$ cat src/design/tw_pkg.sv
// Shared constants of the three-wire configuration port.
// Assumes one 10 MHz system clock; pin timing is handled by the sampling logic.
package tw_pkg;
    localparam int TW_ADDR_W = 3;
    localparam int TW_DATA_W = 16;
    localparam int TW_NREGS = 8;
    localparam int TW_FRAME_BITS = 19;
    localparam logic [4:0] TW_CNT_ADDR_END = 5'h03;
    localparam logic [4:0] TW_CNT_COMMIT = 5'h13;
    localparam logic [4:0] TW_CNT_DONE = 5'h14;

    // Register indices
    localparam logic [2:0] TW_REG_MAIN = 3'h0;
    localparam logic [2:0] TW_REG_GAIN = 3'h1;
    localparam logic [2:0] TW_REG_OFFSET_COMP = 3'h2;
    localparam logic [2:0] TW_REG_GAIN_COMP = 3'h3;
    localparam logic [2:0] TW_REG_SETTLE = 3'h4;
    localparam logic [2:0] TW_REG_TEST = 3'h5;
    localparam logic [2:0] TW_REG_SELFTEST = 3'h6;
    localparam logic [2:0] TW_REG_DELAY = 3'h7;

    // Reset values
    localparam logic [15:0] TW_RST_MAIN = 16'h00B4;
    localparam logic [15:0] TW_RST_GAIN = 16'h8080;
    localparam logic [15:0] TW_RST_OFFSET_COMP = 16'h8080;
    localparam logic [15:0] TW_RST_GAIN_COMP = 16'h0080;
    localparam logic [15:0] TW_RST_SETTLE = 16'h8424;
    localparam logic [15:0] TW_RST_TEST = 16'h0000;
    localparam logic [15:0] TW_RST_SELFTEST = 16'h0000;
    localparam logic [15:0] TW_RST_DELAY = 16'h0424;

    // Field positions of main_control
    localparam int TW_F_STBY_LO = 0;
    localparam int TW_F_BINARY = 2;
    localparam int TW_F_DEMUX = 3;
    localparam int TW_F_INSEL_LO = 4;
    localparam int TW_F_CLKSEL_LO = 6;
    localparam int TW_F_DECIM = 8;
    localparam int TW_F_RSVD = 9;
    localparam int TW_F_CAL_LO = 10;
    localparam int TW_F_WAIT_LO = 12;
    localparam int TW_F_RATE = 14;

    localparam logic [1:0] TW_CAL_START = 2'b11;
    localparam logic [1:0] TW_CAL_KEEP = 2'b01;
    localparam logic [1:0] TW_CAL_MANUAL = 2'b00;

    // Calibration length in master clock periods per wait setting
    localparam int TW_TCAL_AB11 = 10112;
    localparam int TW_TCAL_AB10 = 6016;
    localparam int TW_TCAL_AB01 = 3968;
    localparam int TW_TCAL_AB00 = 2944;
    localparam int TW_CAL_CNT_W = 14;

    typedef enum logic [0:0] {
        TW_CAL_IDLE = 1'b0,
        TW_CAL_RUN = 1'b1
    } tw_cal_state_t;
endpackage

$ cat src/design/tw_wr_if.sv
// Carries completed register writes from the frame receiver to the core.
// Assumes both ends run on the same system clock.
`timescale 1ns/1ps
interface tw_wr_if;
    logic port_en;
    logic wr_valid;
    logic [2:0] wr_addr;
    logic [15:0] wr_data;

    modport rx (input port_en, output wr_valid, output wr_addr, output wr_data);
    modport core (output port_en, input wr_valid, input wr_addr, input wr_data);
endinterface

$ cat src/design/tw_config_port.sv
// Three-wire write-only configuration port with its register file and
// control decode. Assumes pins are asynchronous to clk; cal results are on clk.
//
// Contract
// - Sample load and data each serial rising edge
// - Frame starts at first low edge; code needs one high edge first after reset or mode going high
// - First three low edges carry address MSB-first
// - Next sixteen low edges carry data MSB-first
// - Twentieth low edge writes the addressed register
// - Early high edge aborts, nothing written
// - Extra low edges after write ignored
// - One high edge separates two frames
// - Full 16 bits sent, unused bits dropped; code stores all 16 bits in the register file
// - Eight write-only registers of sixteen bits
// - Mode pin resets registers any time
// - Standby, binary, demux and decimation fields
// - Input and clock routing fields
// - Calibration control: start, keep, or none
// - Keep uses last calibration or defaults
// - Manual mode uses offset and gain registers
// - Bit nine zero; bit fourteen sets ready rate, only while the demux bit is set
// - One shared overrange bit in demux mode
// - Mode low disables port, settings default
// - Busy output high during calibration
`timescale 1ns/1ps
module tw_config_port
    import tw_pkg::*;
#(
    parameter int CAL_CYC_AB11 = TW_TCAL_AB11,
    parameter int CAL_CYC_AB10 = TW_TCAL_AB10,
    parameter int CAL_CYC_AB01 = TW_TCAL_AB01,
    parameter int CAL_CYC_AB00 = TW_TCAL_AB00
) (
    input wire logic clk,
    input wire logic rst,
    input wire logic sclk,
    input wire logic sldn,
    input wire logic sdata,
    input wire logic mode,
    input wire logic [1:0] overrange_in,
    input wire logic [15:0] cal_offset_result,
    input wire logic [15:0] cal_gain_result,
    output logic [1:0] standby,
    output logic binary_out,
    output logic output_demux,
    output logic [1:0] input_route,
    output logic [1:0] clock_route,
    output logic decimation,
    output logic ready_rate,
    output logic cal_busy,
    output logic [15:0] applied_offset,
    output logic [15:0] applied_gain,
    output logic [1:0] overrange_out,
    output logic [127:0] cfg_flat
);
    localparam logic [15:0] RST_VALS [0:7] = '{TW_RST_MAIN, TW_RST_GAIN, TW_RST_OFFSET_COMP,
        TW_RST_GAIN_COMP, TW_RST_SETTLE, TW_RST_TEST, TW_RST_SELFTEST, TW_RST_DELAY};

    tw_wr_if wr ();
    logic [1:0] mode_q;
    logic [15:0] cfg [0:TW_NREGS-1];
    logic [15:0] main_w;
    logic [1:0] cal_sel;
    logic wr_ok;
    logic cal_go;
    tw_cal_state_t cal_state;
    tw_cal_state_t next_cal_state;
    logic [TW_CAL_CNT_W-1:0] cal_cnt;
    logic [15:0] stored_offset;
    logic [15:0] stored_gain;

    function automatic logic [TW_CAL_CNT_W-1:0] cal_len(input logic [1:0] ab);
        unique case (ab)
            2'b11: cal_len = TW_CAL_CNT_W'(CAL_CYC_AB11);
            2'b10: cal_len = TW_CAL_CNT_W'(CAL_CYC_AB10);
            2'b01: cal_len = TW_CAL_CNT_W'(CAL_CYC_AB01);
            2'b00: cal_len = TW_CAL_CNT_W'(CAL_CYC_AB00);
        endcase
    endfunction

    // Mode pin is asynchronous; two flops before use
    always_ff @(posedge clk) begin
        if (rst) begin
            mode_q <= 2'h0;
        end else begin
            mode_q <= {mode_q[0], mode};
        end
    end

    assign wr.port_en = mode_q[1];

    tw_frame_rx u_rx (
        .clk(clk),
        .rst(rst),
        .sclk(sclk),
        .sldn(sldn),
        .sdata(sdata),
        .wr(wr)
    );

    // Writes are inhibited while calibrating
    assign wr_ok = wr.wr_valid && cal_state == TW_CAL_IDLE;
    assign cal_go = wr_ok && wr.wr_addr == TW_REG_MAIN
        && wr.wr_data[TW_F_CAL_LO+:2] == TW_CAL_START;

    // Register file, write-only from the link
    always_ff @(posedge clk) begin
        if (rst || !mode_q[1]) begin
            for (int i = 0; i < TW_NREGS; i++) begin
                cfg[i] <= RST_VALS[i];
            end
        end else if (wr_ok) begin
            cfg[wr.wr_addr] <= wr.wr_data;
        end
    end

    assign main_w = cfg[TW_REG_MAIN];
    assign cal_sel = main_w[TW_F_CAL_LO+:2];

    always_comb begin
        next_cal_state = cal_state;
        unique case (cal_state)
            TW_CAL_IDLE: begin
                if (cal_go) begin
                    next_cal_state = TW_CAL_RUN;
                end
            end
            TW_CAL_RUN: begin
                if (cal_cnt == '0) begin
                    next_cal_state = TW_CAL_IDLE;
                end
            end
        endcase
    end

    always_ff @(posedge clk) begin
        if (rst || !mode_q[1]) begin
            cal_state <= TW_CAL_IDLE;
        end else begin
            cal_state <= next_cal_state;
        end
    end

    always_ff @(posedge clk) begin
        if (rst || !mode_q[1]) begin
            cal_cnt <= '0;
        end else if (cal_go) begin
            cal_cnt <= cal_len(wr.wr_data[TW_F_WAIT_LO+:2]) - TW_CAL_CNT_W'(1);
        end else if (cal_state == TW_CAL_RUN && cal_cnt != '0) begin
            cal_cnt <= cal_cnt - TW_CAL_CNT_W'(1);
        end
    end

    // Corrections found by the last calibration, defaults until one completes
    always_ff @(posedge clk) begin
        if (rst || !mode_q[1]) begin
            stored_offset <= TW_RST_OFFSET_COMP;
            stored_gain <= TW_RST_GAIN_COMP;
        end else if (cal_state == TW_CAL_RUN && cal_cnt == '0) begin
            stored_offset <= cal_offset_result;
            stored_gain <= cal_gain_result;
        end
    end

    always_ff @(posedge clk) begin
        if (rst) begin
            cal_busy <= 1'b0;
        end else begin
            cal_busy <= next_cal_state == TW_CAL_RUN;
        end
    end

    // Control outputs are registered so an update never glitches them
    always_ff @(posedge clk) begin
        if (rst) begin
            standby <= TW_RST_MAIN[TW_F_STBY_LO+:2];
            binary_out <= TW_RST_MAIN[TW_F_BINARY];
            output_demux <= TW_RST_MAIN[TW_F_DEMUX];
            input_route <= TW_RST_MAIN[TW_F_INSEL_LO+:2];
            clock_route <= TW_RST_MAIN[TW_F_CLKSEL_LO+:2];
            decimation <= TW_RST_MAIN[TW_F_DECIM];
            ready_rate <= 1'b0;
        end else if (next_cal_state == TW_CAL_RUN) begin
            standby <= main_w[TW_F_STBY_LO+:2];
            binary_out <= 1'b1;
            output_demux <= 1'b0;
            input_route <= main_w[TW_F_INSEL_LO+:2];
            clock_route <= main_w[TW_F_CLKSEL_LO+:2];
            decimation <= 1'b1;
            ready_rate <= 1'b0;
        end else begin
            standby <= main_w[TW_F_STBY_LO+:2];
            binary_out <= main_w[TW_F_BINARY];
            output_demux <= main_w[TW_F_DEMUX];
            input_route <= main_w[TW_F_INSEL_LO+:2];
            clock_route <= main_w[TW_F_CLKSEL_LO+:2];
            decimation <= main_w[TW_F_DECIM];
            ready_rate <= main_w[TW_F_DEMUX] & main_w[TW_F_RATE];
        end
    end

    always_ff @(posedge clk) begin
        if (rst) begin
            applied_offset <= TW_RST_OFFSET_COMP;
            applied_gain <= TW_RST_GAIN_COMP;
        end else if (cal_sel == TW_CAL_MANUAL) begin
            applied_offset <= cfg[TW_REG_OFFSET_COMP];
            applied_gain <= cfg[TW_REG_GAIN_COMP];
        end else begin
            applied_offset <= stored_offset;
            applied_gain <= stored_gain;
        end
    end

    always_ff @(posedge clk) begin
        if (rst) begin
            overrange_out <= 2'h0;
        end else if (output_demux) begin
            overrange_out <= {2{|overrange_in}};
        end else begin
            overrange_out <= overrange_in;
        end
    end

    always_ff @(posedge clk) begin
        if (rst) begin
            cfg_flat <= '0;
        end else begin
            for (int i = 0; i < TW_NREGS; i++) begin
                cfg_flat[i*16+:16] <= cfg[i];
            end
        end
    end
endmodule

$ cat src/design/tw_frame_rx.sv
// Serial frame receiver: samples the three pins on clk and decodes 19-bit frames.
// Assumes the serial clock is much slower than clk, so every level is seen.
`timescale 1ns/1ps
module tw_frame_rx
    import tw_pkg::*;
(
    input wire logic clk,
    input wire logic rst,
    input wire logic sclk,
    input wire logic sldn,
    input wire logic sdata,
    tw_wr_if.rx wr
);
    logic [2:0] sclk_q;
    logic [1:0] sldn_q;
    logic [1:0] sdata_q;
    logic armed;
    logic [4:0] cnt;
    logic [18:0] shreg;
    logic edge_rise;

    always_ff @(posedge clk) begin
        if (rst) begin
            sclk_q <= 3'h0;
            sldn_q <= 2'h3;
            sdata_q <= 2'h0;
        end else begin
            sclk_q <= {sclk_q[1:0], sclk};
            sldn_q <= {sldn_q[0], sldn};
            sdata_q <= {sdata_q[0], sdata};
        end
    end

    // Each rising serial clock edge is one cycle
    assign edge_rise = sclk_q[1] & ~sclk_q[2];

    always_ff @(posedge clk) begin
        if (rst || !wr.port_en) begin
            armed <= 1'b0;
            cnt <= 5'h00;
            shreg <= '0;
        end else if (edge_rise) begin
            if (sldn_q[1]) begin
                armed <= 1'b1;
                cnt <= 5'h00;
            end else if (armed && cnt < TW_CNT_COMMIT) begin
                shreg <= {shreg[17:0], sdata_q[1]};
                cnt <= cnt + 5'h01;
            end else if (armed && cnt == TW_CNT_COMMIT) begin
                cnt <= TW_CNT_DONE;
            end
        end
    end

    always_ff @(posedge clk) begin
        if (rst || !wr.port_en) begin
            wr.wr_valid <= 1'b0;
            wr.wr_addr <= 3'h0;
            wr.wr_data <= 16'h0000;
        end else begin
            wr.wr_valid <= edge_rise && !sldn_q[1] && armed && cnt == TW_CNT_COMMIT;
            if (edge_rise && !sldn_q[1] && armed && cnt == TW_CNT_COMMIT) begin
                wr.wr_addr <= shreg[18:16];
                wr.wr_data <= shreg[15:0];
            end
        end
    end
endmodule

$ cat config.mk
export PLATFORM = sky130hd
export DESIGN_NAME = tw_config_port
export DESIGN_NICKNAME = d
export VERILOG_FILES = /design/src/design/tw_pkg.sv /design/src/design/tw_wr_if.sv /design/src/design/tw_config_port.sv /design/src/design/tw_frame_rx.sv
export SDC_FILE = /design/constraint.sdc
export NUM_CORES = 1
export LEC_CHECK = 0
export BUFFER_PORTS_ARGS = -buffer_cell sky130_fd_sc_hd__clkbuf_2
export CAP_MARGIN = 40
export CORE_MARGIN = 2
export CORE_UTILIZATION = 30
export CTS_BUF_LIST = sky130_fd_sc_hd__clkbuf_4
export DETAILED_ROUTE_END_ITERATION = 8
export PLACE_DENSITY = 0.56
export SETUP_SLACK_MARGIN = 0.05
export SYNTH_ARGS = -nofsm -noshare
export SYNTH_HDL_FRONTEND = slang
export SYNTH_SLANG_ARGS = --single-unit
$ cat constraint.sdc
create_clock -name clk -period 5.97 [get_ports clk]
set_input_delay 0.597 -clock clk [delete_from_list [all_inputs] [get_ports clk]]
set_output_delay 0.597 -clock clk [all_outputs]
set_load 0.05 [all_outputs]
=== Word level (Yosys, flattened, before mapping) ===
Memories as Yosys holds them, arrays and structs flattened. A register that Yosys moved wholly into a read port is not among the register bits.
Cells that the tools add are included.
W data, S select, Z words.

* Bits of input ports: 40
* Register bits after elaboration: 146
* RAM bits: 128
* Word-level logic and storage cells: 89
* Output and inout bits: 173
* Memories kept: 1

{| class="wikitable"
|+ Memory list
! name !! depth !! bits a word !! read ports !! clocked after Yosys merged registers in !! write ports !! line !! RTL
|-
| cfg || 8 || 16 || 11 || 8 || 8 || tw_config_port.sv:61 || <nowiki>logic [15:0] cfg [0:TW_NREGS-1];</nowiki>
|}

* Equal/unequal tests: 5
* Order comparisons: 1
* Add/subtract/negate cells: 3
* Bitwise logic cells: 5
* Reduce and logical (&&, ||, !) cells: 26
* Mux-type cells: 23

{| class="wikitable"
|+ Operator list
! operator !! count
|-
| $mux W14 || 4
|-
| $pmux W14 S4 || 1
|-
| $mux W16 || 3
|-
| $sub A14 B1 Y14 const B || 2
|-
| $reduce_or A16 Y1 || 1
|-
| $mux W5 || 3
|-
| $logic_not A14 Y1 || 1
|-
| $reduce_bool A14 Y1 || 1
|-
| $logic_and A1 B1 Y1 || 10
|-
| $mux W1 || 9
|-
| $eq A2 B2 Y1 const B || 3
|-
| $add A5 B1 Y5 const B || 1
|-
| $eq A5 B5 Y1 const B || 1
|-
| $lt A5 B5 Y1 const B || 1
|-
| $logic_not A2 Y1 || 2
|-
| $reduce_and A2 Y1 || 2
|-
| $reduce_or A2 Y1 || 2
|-
| $logic_not A3 Y1 || 1
|-
| $mux W3 || 1
|-
| $not A1 Y1 || 3
|-
| $reduce_and A3 Y1 || 1
|-
| $reduce_bool A3 Y1 || 1
|-
| $and A1 B1 Y1 || 2
|-
| $eq A2 B1 Y1 const B || 1
|-
| other kinds (5) || 6
|}

=== Logic depth before layout (Yosys ltp) ===
Gate-level depths: netlist of run 1.

* Word-level depth: 8
* Depth in mapped cells: 10
* Mapped depth without buffers: 7

=== Modules after synthesis ===
Synthesis of run 1 repeated with hierarchy kept, for this count alone.

* Cells, all modules: 1168
* Area total of the unflattened synthesis: 13817.0 um2

{| class="wikitable"
|+ By module, submodules not included
! module !! times used !! area an instance (um2) !! cells each !! seq. area each (um2)
|-
| tw_config_port || 1 || 11873.9 || 988 || 8227.9
|-
| tw_frame_rx || 1 || 1943.1 || 180 || 1041.0
|}

=== Least setup slack after synthesis of run 1 ===
OpenSTA, ideal clock, no wires.

* Path type: input port to flip-flop
* Start point: input rst
* End point: memory cfg[6][0] (enable)
* Data required time: 5.559 ns
* Path buffers: 2
* Slack: 2.856 ns
* Arrival time: 2.703 ns
* Stages: 5
* Setup time: 0.411 ns
* Path through: clkbuf_1 nor2b_1 nand4b_1 clkbuf_1 o21ai_0

{| class="wikitable"
|+ RTL lines
! what !! line !! RTL
|-
| start: declaration || tw_config_port.sv:35 || <nowiki>input wire logic rst,</nowiki>
|-
| end: declaration || tw_config_port.sv:61 ||
|}

==> results.tsv, run 1 <==
metric	value	unit
critical_path_arrival	3.70	ns
seqPwrFrac	52.8	%
tightest_slew	0.8797	ns
tritoncts	yes	
yosysTopAreaCell	dfxtp_1	
layout-drive-gt1-share	27.24	%
startpoint_type	register	
status	complete, no violations	
p_sw_share	23.01	%
period_needed	3.280	ns
port_buffers	212	
grt_overflow_total	0	
fin_worst_skew	0.04925	ns
stdcell_area	0.01700	mm2
clock_latency	0.81	ns
cts.hold.buffers_added	35	
ys_seq_area_share	67.85	%
cts_made_buffers	102	
synthDistinctLibCells	47	
grt_usage	15.25	%
yosys_register_bits	399	
cts_setup_buffers	0	
syn_area_per_cell	11.62	um2
ant_nets	0	
dieArea	0.04726	mm2
gp_congestion	0.8209	
setup_viol	0	
timing.final.hold_violations	0	
core_area	0.04519	mm2
reg2reg_depth	5	
min_path_type	input pin to register	
synth_top_area_share	39.71	%
drc_errors	0	
async_reset_ff_share	0	%
rows	78	
comb_power_share	3.9	%
yosys_warnings	0	
start_util	30.23	%
hp-start	cal_gain_result[12]	
tns	0	ns
p_sw	1242	uW
hpwl	23180	um
cp-end-kind	register	
synthFlopType	dfxtp_1	
crit_chain	nor2b_2 > buf_4 > nand4b_1 > nor3_2 > nand2b_1	
wirelength	36330	um
cts_max_level	3	
maxSlewViolCount	0	
antenna_found_initial	1	
power.density	317.5	mW/mm2
ys_top_cells_by_area	dfxtp_1 40%, edfxtp_1 28%, nor2b_1 6.3%	
ios	213	
max_freq	0.3049	GHz
synth_nets	1218	
p_int	4157	uW
min_to	stored_gain[12]	
fill_cells	4518	
cp_slowest_cell	nor3_2	
rrSetupSlack	2.69	ns
p_leak	0.007013	uW
cp_max_fo	24	
r2r-end	cfg[0][5]	
grt_max_degree	90	
die_h	217.4	um
vias_per_cell	4.421	
placed_cell_area	0.01532	mm2
vias	9484	
power.total	5399	uW
clock_power_share	43.3	%
die_w	217.4	um
cts_root_buf	clkbuf_4	
drt_iter0_markers	496	
fin_crit_sh	54.94	%
cap_violations	0	
ir_worst_vdd	0.0001326	V
slowest_delay	0.83	ns
grt_pass1_vias	9271	
clk_path_buf_depth	3	
grt_pass1_wl	53960	um
cts_resized	0	
syn_area	0.01366	mm2
numClockSinks	399	
synth_common_cells	271 x dfxtp_1, 137 x nor2b_1, 128 x edfxtp_1, 107 x and2_1, 78 x nand2_1	
wl_per_cell	16.94	um
rsz0062_at_grt	false	
synthCells	1176	
yosysMostFrequentCell	dfxtp_1	
maxSlewHeadroom	41.14	%
nets	1506	
cp.required	6.39	ns
area_growth	24.47	%
path_class	register to register	
clk_pin_slew	0.07	ns
reg2reg_from	mode_q[1]	
whs_path_depth	3	
drt_pass1_iterations	5	
synth_edf_count	128	
## power groups by stage
stage	Clock (uW)	Combinational, uW	Sequential (uW)
after global placement	0	194	2910
after CTS	2430	214	2850
after detailed placement	0	196	2910
final	2340	211	2850
after global routing	2580	225	2860
after floorplan	0	54.1	2980
## logic make-up after synthesis
family                   Yosys count  synth area share [%]
AND/OR/NAND/NOR                  514                 20.97
flip-flops                       399                 67.85
AO/OA/AOI/OAI                    137                 5.569
buffers and inverters             84                 2.500
multiplexers                      40                 2.931
adder cells (fa/ha/maj)            2                0.1832
## cell type report
class                   count  area, um2  share of cell area, %
multi-input cells         693       4078                  23.98
well taps                 600      750.7                  4.415
inverters                   4      15.01                0.08830
repair buffers            264       1555                  9.146
diodes                      3      7.507                0.04415
flip-flops and latches    399       9269                  54.51
clock inverters            20      112.6                 0.6623
clock buffers             162       1216                  7.152
## state kept, by name, summed over array words and instances (netlist names), 16 cells and up
signal / cells
cfg_flat: 128
applied_offset: 16
u_rx.shreg: 19
u_rx.wr.wr_data: 16
applied_gain: 16
stored_offset: 16
cfg: 128
stored_gain: 16
## layer usage
layer  track usage [%]  up-vias  part of all wire [%]  routed length [um]
met5                 0        -                     0                   0
met4             6.233        0                   2.2                 814
met3             3.788       53                   5.3                1928
met2             23.77      280                    46               16840
met1             20.23     4508                    46               16740
li1                  -     4643                     -                   -
## per-stage QoR
step                      hold slack, ns  utilization, %  std cells  setup WS [ns]
final                            0.08206           37.63       2145          2.690
after global routing             0.02543           37.62       2143          2.301
after CTS                       0.002278           37.61       2142          2.655
after detailed placement          0.4064           33.90       1925          2.063
after global placement            0.4067           33.84       1923          1.978
after floorplan                   0.3895               -       1176          2.856
## how the worst max path moves through the flow
stage	startpoint	to	cells past startpoint
2_1_floorplan	rst	cfg[6][0]	5
3_5_place_dp	rst	cfg[0][15]	6
3_3_place_gp	rst	cfg[1][0]	6
6_report	mode_q[1]	cfg[0][5]	5
5_1_grt	mode_q[1]	cfg[0][5]	5
4_1_cts	mode_q[1]	cfg[0][5]	5
## layout by cell type (no fill, tap or decap), types with 6 or more instances in the layout
master         count
nand4_1            6
a21oi_1           67
clkbuf_4         162
nor2_1            60
nand2b_1          13
edfxtp_1         128
dfxtp_1          271
clkbuf_2         211
nand3_1           46
mux2i_1           40
buf_4             15
and2_1           107
o21ai_1            6
or4_1              6
a31oi_1            6
nand2_1           78
or2_2              9
nor3_1            11
dlygate4sd3_1     35
nor2b_1          136
or3_1             14
clkinv_1          13
o21ai_0           39
## critical path, delay by kind of cell, from the launching register on
family                 cells  cell delay, ns
buffers and inverters      1            0.29
AND/OR/NAND/NOR            4            2.27
flip-flops                 1            0.34
(Power assumes the default switching activity.)
==> run 2, diff against run 1 <==
==> constraint.sdc (replaced) <==
create_clock -name clk -period 3.1 [get_ports clk]
set_input_delay 0.31 -clock clk [delete_from_list [all_inputs] [get_ports clk]]
set_output_delay 0.31 -clock clk [all_outputs]
set_load 0.05 [all_outputs]
==> run 2 against run 1 <==
Wire length grew 0.63%. Setup slack got worse by 2.1 ns. Register-to-register slack lost 2.1 ns. Non-clock buffer count up 17. Sequential share of layout area fell by 0.81 points. Largest power group unchanged. Die area unchanged. Highest routed layer unchanged. Clock power rose by 110%. Largest cell class unchanged. Core utilization is 0.57 points higher. Critical path type unchanged. Critical path depth up 3. Sequential power up 93%.
==> results.tsv, run 2 (synthesis gave the netlist of run 1 again) <==
metric	value	unit
tns	0	ns
largestRegisters	cfg (128), cfg_flat (128), u_rx.shreg (19)	
grt_overflow_total	0	
wl_per_cell	16.84	um
maxSlewHeadroom	43.55	%
vias_per_cell	4.444	
drc_errors	0	
reg2reg_depth	8	
nets	1523	
area_growth	26.35	%
clock_latency	0.84	ns
ir_worst_vdd	0.0002756	V
numClockSinks	399	
cpMostUsedCell	nand4_1	
power.density	620.2	mW/mm2
cts_setup_buffers	0	
drt_pass1_iterations	5	
grt_max_degree	88	
rows	78	
max_freq	0.3921	GHz
stdcell_count	2171	
rsz0062_at_grt	false	
dp_cells	1937	
ios	213	
tritoncts	yes	
gp_congestion	0.8133	
wirelength	36560	um
ant_nets	0	
startpoint_type	register	
cp_max_fo	16	
whs_path_depth	3	
die_h	217.4	um
tightest_slew	0.8467	ns
die_w	217.4	um
p_leak	0.007121	uW
vias	9648	
cts_made_buffers	102	
hpwl	23330	um
grt_pass1_wl	54650	um
final_cell_mix	271 x dfxtp_1, 211 x clkbuf_2, 147 x clkbuf_4, 136 x nor2b_1, 128 x edfxtp_1	
grt_usage	15.40	%
clk_pin_slew	0.07	ns
port_buffers	212	
clk_path_buf_depth	3	
layout-drive-gt1-share	27.09	%
maxSlewViolCount	0	
antenna_found_initial	1	
status	complete, no violations	
grt_pass1_vias	9588	
cp_slowest_cell	or4_1	
layout_commonest_cell	dfxtp_1	
cap_violations	0	
crit_chain	nor4_1 > nand4_1 > buf_4 > nand2_1 > ha_1 > nand4_1 > or4_1 > a311oi_1	
drt_iter0_markers	629	
start_util	30.23	%
cp.required	3.84	ns
timing.final.hold_violations	0	
fin_util	38.20	%
setup_viol	0	
cts_root_buf	clkbuf_4	
dieArea	0.04726	mm2
rrSetupSlack	0.55	ns
period_needed	2.550	ns
fin_worst_skew	0.05155	ns
cp-end-kind	register	
fin_crit_sh	82.27	%
path_class	register to register	
core_area	0.04519	mm2
slowest_delay	0.44	ns
critical_path_arrival	3.29	ns
power.total	10700	uW
min_path_type	input pin to register	
cts_max_level	3	
## run 2: cell count changes in the layout (fill, tap and decap cells not counted), sizes merged
cell	previous run	this run
clkinv	16	39
clkbuf	373	358
buf	18	30
dlygate4sd3	35	40
bufinv	1	5
inv	6	3
clkinvlp	1	2
diode	3	2
## run 2: cell type report
class                   instances  area [um2]
clock buffers                 147        1104
diodes                          2       5.005
clock inverters                45       326.6
inverters                       4       15.01
flip-flops and latches        399        9269
repair buffers                281        1713
fillers                      4456       27930
multi-input cells             693        4078
well taps                     600       750.7
## run 2: worst paths after layout
path / startpoint / to
max: u_rx.wr.wr_addr[2] / cal_cnt[12]
min: sldn / u_rx.sldn_q[0]
max reg2reg: u_rx.wr.wr_addr[2] / cal_cnt[12]
min reg2reg: u_rx.sldn_q[0] / u_rx.sldn_q[1]
## run 2: metal layers
| layer | track usage (%) | wire length [um] | vias up |
|---|---|---|---|
| li1 | - | - | 4687 |
| met1 | 19.61 | 16190 | 4590 |
| met2 | 24.56 | 17420 | 314 |
| met3 | 4.221 | 2166 | 57 |
| met4 | 6.553 | 779 | 0 |
| met5 | 0 | 0 | - |
## run 2: through the flow
step | hold slack (ns) | cell area [um2] | setup slack [ns]
after floorplan | 0.3895 | 13660 | 0.2728
after global placement | 0.3969 | 15380 | 0.5842
after detailed placement | 0.3985 | 15420 | 0.5949
after CTS | 0.1130 | 17260 | 0.5971
after global routing | 0.1567 | 17260 | 0.3202
final | 0.2087 | 17260 | 0.5497
## run 2: timing repair
item | CTS | global route
hold buffers | 40 | 0
resized for setup | 0 | 0
hold endpoints to repair | 113 | 0
## run 2: power breakdown
| group | internal [uW] | total, uW | leakage, uW | switching, uW |
|---|---|---|---|---|
| sequential | 5450 | 5490 | 0.00366 | 36.0 |
| combinational | 120 | 418 | 0.00263 | 298 |
| clock | 2620 | 4800 | 0.000828 | 2180 |
| total | 8190 | 10700 | 0.00712 | 2510 |
## run 2: critical path: cells and delay by family (launching register included)
family / cells / cell delay [ns]
and+or+nand+nor: 5 / 1.29
DFF: 1 / 0.40
adders and majority gates: 1 / 0.28
buffers and inverters: 1 / 0.23
AOI/OAI and AO/OA: 1 / 0.25
